**src/core/clk_stop_cfg.svh**
```systemverilog
`ifndef CLK_STOP_CFG_SVH
`define CLK_STOP_CFG_SVH

// Byte addresses on the configuration port
`define CSP_ADDR_SPREAD 8'h01
`define CSP_ADDR_OE 8'h02
`define CSP_ADDR_HALT_CTRL 8'h0A
`define CSP_ADDR_PART_ID 8'h0E

// Field positions
`define CSP_SPREAD_LSB 1
`define CSP_SPREAD_MSB 4
`define CSP_HALT_LSB 0
`define CSP_HALT_MSB 1
`define CSP_OE_LSB 0
`define CSP_OE_MSB 5
`define CSP_OE_CPU0 0
`define CSP_OE_AUX 2
`define CSP_OE_REF 3
`define CSP_OE_VNSS 4
`define CSP_OE_VSS 5

// Reset values
`define CSP_SPREAD_RST 4'h0
`define CSP_HALT_RST 2'h3
`define CSP_OE_RST 6'h3F
`define CSP_ID_RSVD 3'h5

// Valid spread selection range
`define CSP_CODE_MIN 4'h2
`define CSP_CODE_MAX 4'hA

// Timing
`define CSP_CLK_MHZ 25
`define CSP_LOCK_US 1800
`define CSP_PD_EDGES 2'h2
`define CSP_HALT_EDGES 2'h2
`define CSP_DRAIN_CYC 3'h4

`endif

```
**src/core/clk_stop_pkg.sv**
```systemverilog
package clk_stop_pkg;

	typedef enum logic [2:0] {
		ST_WAIT_GOOD,
		ST_STARTUP,
		ST_RUN,
		ST_DRAIN,
		ST_OFF
	} power_state_type;

	typedef struct packed {
		logic wr;
		logic [7:0] addr;
		logic [7:0] wdata;
	} cfg_req_type;

	typedef struct packed {
		logic clk_true;
		logic clk_comp;
	} diff_pair_type;

endpackage

```
**src/core/clock_output_stop_powerdown.sv**
```systemverilog
// Behaviour
// Byte 14 bits 4..0 read the programmed part identification; bits 7..5 reserved.
// Spread code in byte 1 bits 4..1; codes 2..10 enable both video clocks.
// A halted CPU pair parks with true leg high, complement low.
// Power-down: single-ended low, or released with strap; differential legs both low.
// Shared pin acts as supply-good until seen high, then as power-down.
// Power-down entry is synchronised; release is taken immediately to restart.
// Clocks are driven low and held before oscillator and VCO turn off.
// Two low samples on CPU rising edges stop outputs at next falling edge.
// Controller asserts power-down within 10 us of supply-good for initial power-down.
// Stable clocks within 1.8 ms of power-down release or supply ramp.
// Differential outputs are pulled high soon after power-down release.
// After lock, every output starts within a few of its cycles.
// Active-low CPU halt stops and restarts CPU clocks; others keep running.
// Only CPU outputs marked haltable respond; free ones and single-ended keep running.
// Halt seen on two complement rising edges stops outputs in two to six periods.
// Release resumes halted outputs in step, without short or stretched pulses.
// Halted outputs resume within two CPU cycles of release.
// Per-CPU haltable bits in byte 10, both reset to haltable.
// Output disabled by its enable bit drives low, both differential legs low.
// Power-down input passes a two-stage synchroniser before reaching the gating.
`include "clk_stop_cfg.svh"

module clock_output_stop_powerdown
	import clk_stop_pkg::*;
#(
	parameter int LOCK_CYC = `CSP_LOCK_US * `CSP_CLK_MHZ,
	parameter logic [4:0] PART_ID = 5'h00
) (
	input logic core_clk,
	input logic rst,
	input logic power_down_n,
	input logic cpu_halt_n,
	input logic se_hiz_strap,
	input cfg_req_type cfg_req,
	output logic [7:0] cfg_rdata,
	output logic [1:0] cpu_clk_true,
	output logic [1:0] cpu_clk_comp,
	output diff_pair_type aux_diff,
	output logic ref_clk,
	output logic ref_clk_oe,
	output logic video_clk_nonspread,
	output logic video_clk_nonspread_oe,
	output logic video_clk_spread,
	output logic video_clk_spread_oe,
	output logic [3:0] spread_code,
	output logic pll_enable,
	output logic xtal_enable
);
	localparam int CW = $clog2(LOCK_CYC + 1);

	power_state_type state_q;
	logic [3:0] spread_code_q;
	logic [5:0] oe_q;
	logic [1:0] haltable_q;
	logic [7:0] cfg_rdata_q;
	logic clk_phase_q;
	logic pd_sync;
	logic [1:0] pd_cnt_q;
	logic pd_req;
	logic [CW-1:0] lock_cnt_q;
	logic [2:0] drain_cnt_q;
	logic [1:0] stopped;
	logic [1:0] cpu_true_q;
	logic [1:0] cpu_comp_q;
	diff_pair_type aux_q;
	logic [2:0] se_q;
	logic [2:0] se_oe_q;
	logic [2:0] se_en;
	logic pll_q;
	logic xtal_q;
	logic supply_good_in;
	logic running;

	function automatic logic spread_valid(input logic [3:0] code);
		spread_valid = (code >= `CSP_CODE_MIN) && (code <= `CSP_CODE_MAX);
	endfunction

	function automatic logic [7:0] reg_read(input logic [7:0] addr);
		case (addr)
			`CSP_ADDR_SPREAD: reg_read = 8'(spread_code_q) << `CSP_SPREAD_LSB;
			`CSP_ADDR_OE: reg_read = 8'(oe_q) << `CSP_OE_LSB;
			`CSP_ADDR_HALT_CTRL: reg_read = 8'(haltable_q) << `CSP_HALT_LSB;
			`CSP_ADDR_PART_ID: reg_read = {`CSP_ID_RSVD, PART_ID};
			default: reg_read = 8'h00;
		endcase
	endfunction

	// Shared pin: supply-good before first high sample
	assign supply_good_in = power_down_n;
	assign running = (state_q == ST_RUN);

	// Configuration writes
	always_ff @(posedge core_clk) begin
		if (rst) begin
			spread_code_q <= `CSP_SPREAD_RST;
			oe_q <= `CSP_OE_RST;
			haltable_q <= `CSP_HALT_RST;
		end else if (cfg_req.wr) begin
			case (cfg_req.addr)
				`CSP_ADDR_SPREAD: spread_code_q <= cfg_req.wdata[`CSP_SPREAD_MSB:`CSP_SPREAD_LSB];
				`CSP_ADDR_OE: oe_q <= cfg_req.wdata[`CSP_OE_MSB:`CSP_OE_LSB];
				`CSP_ADDR_HALT_CTRL: haltable_q <= cfg_req.wdata[`CSP_HALT_MSB:`CSP_HALT_LSB];
				default: ;
			endcase
		end
	end

	// Registered read data
	always_ff @(posedge core_clk) begin
		if (rst) begin
			cfg_rdata_q <= 8'h00;
		end else begin
			cfg_rdata_q <= reg_read(cfg_req.addr);
		end
	end

	// Internal CPU clock reference
	always_ff @(posedge core_clk) begin
		if (rst) begin
			clk_phase_q <= 1'b0;
		end else begin
			clk_phase_q <= ~clk_phase_q;
		end
	end

	sync2 #(.RST_VAL(1'b1)) u_pd_sync (
		.core_clk(core_clk),
		.rst(rst),
		.din(power_down_n),
		.dout(pd_sync)
	);

	// Count CPU rising edges with power-down low
	always_ff @(posedge core_clk) begin
		if (rst || pd_sync || power_down_n) begin
			pd_cnt_q <= 2'h0;
		end else if (!clk_phase_q && pd_cnt_q != `CSP_PD_EDGES) begin
			pd_cnt_q <= pd_cnt_q + 2'h1;
		end
	end

	assign pd_req = (pd_cnt_q == `CSP_PD_EDGES) && !pd_sync;

	// Power state sequence
	always_ff @(posedge core_clk) begin
		if (rst) begin
			state_q <= ST_WAIT_GOOD;
		end else begin
			case (state_q)
				ST_WAIT_GOOD: begin
					if (supply_good_in) begin
						state_q <= ST_STARTUP;
					end
				end
				ST_STARTUP: begin
					if (pd_req) begin
						state_q <= ST_DRAIN;
					end else if (lock_cnt_q == CW'(LOCK_CYC - 1)) begin
						state_q <= ST_RUN;
					end
				end
				ST_RUN: begin
					if (pd_req) begin
						state_q <= ST_DRAIN;
					end
				end
				ST_DRAIN: begin
					if (drain_cnt_q == `CSP_DRAIN_CYC - 3'h1) begin
						state_q <= ST_OFF;
					end
				end
				ST_OFF: begin
					if (power_down_n) begin
						state_q <= ST_STARTUP;
					end
				end
				default: state_q <= ST_WAIT_GOOD;
			endcase
		end
	end

	// Lock wait
	always_ff @(posedge core_clk) begin
		if (rst || state_q != ST_STARTUP) begin
			lock_cnt_q <= '0;
		end else begin
			lock_cnt_q <= lock_cnt_q + CW'(1);
		end
	end

	// Hold clocks low before oscillators stop
	always_ff @(posedge core_clk) begin
		if (rst || state_q != ST_DRAIN) begin
			drain_cnt_q <= 3'h0;
		end else begin
			drain_cnt_q <= drain_cnt_q + 3'h1;
		end
	end

	// Oscillator and VCO enables
	always_ff @(posedge core_clk) begin
		if (rst) begin
			pll_q <= 1'b0;
			xtal_q <= 1'b0;
		end else begin
			pll_q <= (state_q == ST_STARTUP) || running || (state_q == ST_DRAIN);
			xtal_q <= (state_q == ST_STARTUP) || running || (state_q == ST_DRAIN);
		end
	end

	cpu_halt_gate #(.N(2)) u_halt (
		.core_clk(core_clk),
		.rst(rst),
		.cpu_halt_n(cpu_halt_n),
		.clk_phase(clk_phase_q),
		.run(running),
		.haltable(haltable_q),
		.stopped(stopped)
	);

	// CPU differential pairs
	always_ff @(posedge core_clk) begin
		if (rst) begin
			cpu_true_q <= 2'h0;
			cpu_comp_q <= 2'h0;
		end else begin
			for (int i = 0; i < 2; i++) begin
				case (state_q)
					ST_RUN: begin
						if (oe_q[`CSP_OE_CPU0 + i]) begin
							cpu_true_q[i] <= stopped[i] | ~clk_phase_q;
							cpu_comp_q[i] <= ~(stopped[i] | ~clk_phase_q);
						end else begin
							cpu_true_q[i] <= 1'b0;
							cpu_comp_q[i] <= 1'b0;
						end
					end
					ST_STARTUP: begin
						cpu_true_q[i] <= 1'b1;
						cpu_comp_q[i] <= 1'b1;
					end
					default: begin
						cpu_true_q[i] <= 1'b0;
						cpu_comp_q[i] <= 1'b0;
					end
				endcase
			end
		end
	end

	// Non-CPU differential pair, never halted
	always_ff @(posedge core_clk) begin
		if (rst) begin
			aux_q <= '0;
		end else begin
			case (state_q)
				ST_RUN: begin
					aux_q.clk_true <= oe_q[`CSP_OE_AUX] & ~clk_phase_q;
					aux_q.clk_comp <= oe_q[`CSP_OE_AUX] & clk_phase_q;
				end
				ST_STARTUP: aux_q <= '1;
				default: aux_q <= '0;
			endcase
		end
	end

	assign se_en = {oe_q[`CSP_OE_VSS] & spread_valid(spread_code_q),
		oe_q[`CSP_OE_VNSS] & spread_valid(spread_code_q), oe_q[`CSP_OE_REF]};

	// Single-ended outputs
	always_ff @(posedge core_clk) begin
		if (rst) begin
			se_q <= 3'h0;
			se_oe_q <= 3'h7;
		end else begin
			case (state_q)
				ST_RUN: begin
					se_q <= se_en & ~se_q;
					se_oe_q <= 3'h7;
				end
				ST_DRAIN, ST_OFF: begin
					se_q <= 3'h0;
					se_oe_q <= {3{~se_hiz_strap}};
				end
				default: begin
					se_q <= 3'h0;
					se_oe_q <= 3'h7;
				end
			endcase
		end
	end

	assign cfg_rdata = cfg_rdata_q;
	assign cpu_clk_true = cpu_true_q;
	assign cpu_clk_comp = cpu_comp_q;
	assign aux_diff = aux_q;
	assign ref_clk = se_q[0];
	assign video_clk_nonspread = se_q[1];
	assign video_clk_spread = se_q[2];
	assign ref_clk_oe = se_oe_q[0];
	assign video_clk_nonspread_oe = se_oe_q[1];
	assign video_clk_spread_oe = se_oe_q[2];
	assign spread_code = spread_code_q;
	assign pll_enable = pll_q;
	assign xtal_enable = xtal_q;
endmodule // clock_output_stop_powerdown

```
**src/core/cpu_halt_gate.sv**
```systemverilog
`include "clk_stop_cfg.svh"

module cpu_halt_gate #(
	parameter int N = 2
) (
	input logic core_clk,
	input logic rst,
	input logic cpu_halt_n,
	input logic clk_phase,
	input logic run,
	input logic [N-1:0] haltable,
	output logic [N-1:0] stopped
);
	logic halt_sync;
	logic [1:0] edge_cnt_q;
	logic halt_req;

	sync2 #(.RST_VAL(1'b1)) u_halt_sync (
		.core_clk(core_clk),
		.rst(rst),
		.din(cpu_halt_n),
		.dout(halt_sync)
	);

	// Count rising edges of the complement clock while halt is low
	always_ff @(posedge core_clk) begin
		if (rst || halt_sync) begin
			edge_cnt_q <= 2'h0;
		end else if (clk_phase && edge_cnt_q != `CSP_HALT_EDGES) begin
			edge_cnt_q <= edge_cnt_q + 2'h1;
		end
	end

	assign halt_req = (edge_cnt_q == `CSP_HALT_EDGES) && !halt_sync;

	genvar i;
	generate
		for (i = 0; i < N; i++) begin : g_out
			// Change only when the true leg is about to be high
			always_ff @(posedge core_clk) begin
				if (rst) begin
					stopped[i] <= 1'b0;
				end else if (!clk_phase) begin
					stopped[i] <= halt_req && haltable[i] && run;
				end
			end

		end
	endgenerate
endmodule // cpu_halt_gate

```
**src/core/sync2.sv**
```systemverilog
module sync2 #(
	parameter bit RST_VAL = 1'b1
) (
	input logic core_clk,
	input logic rst,
	input logic din,
	output logic dout
);
	logic meta_q;

	// Two stages; only the second stage is read
	always_ff @(posedge core_clk) begin
		if (rst) begin
			meta_q <= RST_VAL;
			dout <= RST_VAL;
		end else begin
			meta_q <= din;
			dout <= meta_q;
		end
	end
endmodule // sync2

```
**config.mk**
```make
export PLATFORM = sky130hd
export DESIGN_NAME = clock_output_stop_powerdown
export DESIGN_NICKNAME = d
export VERILOG_FILES = /design/src/core/clk_stop_pkg.sv /design/src/core/clock_output_stop_powerdown.sv /design/src/core/cpu_halt_gate.sv /design/src/core/sync2.sv
export VERILOG_INCLUDE_DIRS = /design/src /design/src/core
export SDC_FILE = /design/constraint.sdc
export NUM_CORES = 1
export LEC_CHECK = 0
export BUFFER_PORTS_ARGS = -buffer_cell sky130_fd_sc_hd__buf_2
export CAP_MARGIN = 20
export CORE_AREA = 3 3 59 88
export CTS_BUF_LIST = sky130_fd_sc_hd__clkbuf_8
export CTS_CLUSTER_DIAMETER = 100
export CTS_CLUSTER_SIZE = 25
export DETAILED_ROUTE_END_ITERATION = 7
export DIE_AREA = 0 0 62 91
export PLACE_DENSITY = 0.76
export SYNTH_ARGS = -nofsm -noshare
export SYNTH_HDL_FRONTEND = slang
export SYNTH_SLANG_ARGS = --single-unit
export TNS_END_PERCENT = 20
```
**constraint.sdc**
```tcl
create_clock -name core_clk -period 2.15 [get_ports core_clk]
set_clock_uncertainty 0.2 [all_clocks]
set_input_delay 0.3225 -clock core_clk [delete_from_list [all_inputs] [get_ports core_clk]]
set_output_delay 0.3225 -clock core_clk [all_outputs]
set_load 0.02 [all_outputs]
```
==> out/results.tsv <==
stage	metric	value	unit
sta	Final Hold Viols	0	
drt	wire per inst	13.5	µm
placement	PortBufs	44	
placement	Cell Area, Placed	0.00279	mm²
grt	first-pass GRT wire length	8690	µm
finish	fill count	393	
drt	Vias	2124	
logic_synthesis	synthesized area per cell	9.05	µm²
grt	GR peak layer	met2	
drt	Final ANT Viol Nets	0	
sta	Max Fclk	0.540	GHz
die	row count	30	
critical_path	CP required	2230	ps
logic_synthesis	Post-synth EDFFs	0	
logic_synthesis	area leader, netlist	dfxtp_1	
finish	Ant. Diodes	0	
drt	final wirelength	5320	µm
grt	met1 GRT Util	20.4	%
finish	area growth from synthesis to layout	19.8	%
sta	fin. max-slew vios	0	
grt	GRT met3 Usage	7.25	%
grt	pin count of the biggest net entering global routing	22	
placement	pre-CTS WS	258	ps
sta	slack of the critical path	300	ps
die	Initial Utilization	55.6	%
critical_path	startpoint types	flop	
logic_synthesis	Synth top cells by count	63 x dfxtp_1, 35 x nor2_1, 18 x nand2_1	
clock_network	Clock Latency Late Sink	340	ps
drt	DR iter-0 viols	120	
critical_path	CP Data Arrival Time	1930	ps
drt	drt first pass iters	5	
power	PwrDens	796	mW/mm²
logic_synthesis	Async S/R FF share, synth	0	%
die	# IOs	48	
run_status	status	completed	
power	total power	2.41	mW
clock_network	CTS sink count	63	
power	VDD IR-drop max	0.546	mV
logic_synthesis	Mapped Nets	306	
placement	detailed placement HPWL	3890	µm
finish	Final Instance Area	0.00302	mm²
finish	share of cells above drive strength 1	22.1	%
logic_synthesis	count leader, synth	dfxtp_1	
grt	initial antenna violation count	0	
grt	grt met2 use	35.7	%
finish	FF/Latch Area	0.00126	mm²
critical_path	worst setup path category	flop to flop	
clock_network	H-tree Lvls	3	
grt	vias in the first global route	2046	
die	Die Y	91	µm
die	Die W	62	µm
hold_path	Hold Path Class	input pin to flop	
die	core box area	0.00454	mm²
drt	via/cell ratio	5.38	
logic_synthesis	area fraction of the dominant cell type after synthesis	50.0	%
logic_synthesis	Ys Warns	0	
logic_synthesis	leading post-synthesis cells by cell area	dfxtp_1 50%, nor2_1 5.2%, xnor2_1 3.8%	
sta	Tcrit/Tclk final	86.1	%
clock_network	clock root buffer	clkbuf_8	
sta	minimum clock period	1850	ps
grt	Remaining Overflow, GRT	0	
clock_network	Num CTS Buffers	9	
drt	DRC	0	
clock_network	CTS clk-pin slew, worst paths	70	ps
logic_synthesis	post-synthesis sequential area ratio	50.0	%
finish	multi-input logic area	0.00116	mm²
die	total die area	0.00564	mm²
critical_path	critical path capture point type	flop	
logic_synthesis	Mapped Cells	279	
job	maxcap violations	0	
clock_network	CTS tree	built	
power	leakage	1.20	nW
critical_path	crit-path max FO	8	
logic_synthesis	Post-Syn Area	0.00252	mm²
finish	final core utilization	66.6	%
grt	GRT Total Usage	20.8	%
logic_synthesis	top_reg_cell synth	dfxtp_1	
placement	GP Congestion	0.783	
logic_synthesis	Synth cell types	47	
sta	TNS Setup	0	ps
sta	RSZ-0062 raised after global routing	no	
finish	nets	353	
logic_synthesis	#FFs+latches synth	63	
clock_network	Max Root-Sink Buffers	2	
sta	Setup-failing EPs final	0	
## state kept, by name, summed over array words and instances, names as in the netlist, 3 cells and up
name	count
spread_code	4
cfg_rdata	7
drain_cnt_q	3
lock_cnt_q	16
state_q	3
oe_q	6
se_q	3
## worst max-delay path, stage by stage (launching register included)
cell	delay [ps]
dfxtp_1	370
or4b_1	690
a211oi_1	330
and3b_1	210
## through the flow
step | hold slack [ps] | cells
5_1_grt | 28.0 | 395
4_1_cts | 19.1 | 395
2_1_floorplan | 189 | 279
3_3_place_gp | 191 | 377
3_5_place_dp | 196 | 377
6_report | 33.0 | 395
## layout make-up
type	count	area share, %
multi-input cells	192	38.2
inverters	8	0.993
clock inverters	7	2.90
well taps	64	2.65
repair buffers	52	9.43
flip-flops and latches	63	41.7
clock buffers	9	4.10
## where the power goes
| part | total [mW] | switching [mW] | internal [mW] |
|---|---|---|---|
| sequential | 1.20 | 0.0104 | 1.19 |
| clock | 1.08 | 0.436 | 0.643 |
| combinational | 0.130 | 0.0803 | 0.0500 |
## kinds of logic after synthesis
| kind of cell | after synthesis | synth area share, % |
|---|---|---|
| compound gates | 47 | 11.5 |
| xor+xnor | 13 | 4.51 |
| simple gates | 124 | 26.3 |
| buf+inv | 24 | 4.26 |
| flops | 63 | 50.0 |
| fa+ha+maj | 5 | 2.48 |
| mux | 2 | 0.793 |
| other cells | 1 | 0.149 |
## worst paths after layout
| path | start | endpoint | slack [ps] | cells past startpoint |
|---|---|---|---|---|
| worst max-delay path | state_q[2]$_SDFFE_PP0P_ | se_q[2]$_SDFF_PP0_ | 300 | 3 |
| worst min-delay path | cfg_req[5] | oe_q[5]$_SDFFE_PP1P_ | 30 | 3 |
| worst max register to register | state_q[2]$_SDFFE_PP0P_ | se_q[2]$_SDFF_PP0_ | 300 | 3 |
| worst min register to register | u_halt.u_halt_sync.meta_q$_SDFF_PP1_ | u_halt.u_halt_sync.dout$_SDFF_PP1_ | 210 | 1 |
## per-layer routing
metal  share of wire [%]  vias to the layer above
li1                    -                     1069
met1                  39                      992
met2                  53                       47
met3                 3.8                       16
met4                 3.9                        0
met5                   0                        -
## layout by cell type, fill, tap and decap left out, drive strengths merged, types with 5 or more instances in the layout
master	instances
a22oi	6
nand3	12
o21ai	12
dfxtp	63
nor2	35
inv	8
or2	5
and3	5
ha	5
clkbuf	9
a21oi	17
nor3	15
nor4	7
buf	50
xnor2	11
nand2	18
## timing repair
item                       CTS  global route
hold buffers                 2             0
hold endpoints to repair     2             0
setup endpoints to repair    0             0
setup buffers                0             0
resized for setup            0             0
(Power assumes the default switching activity.)
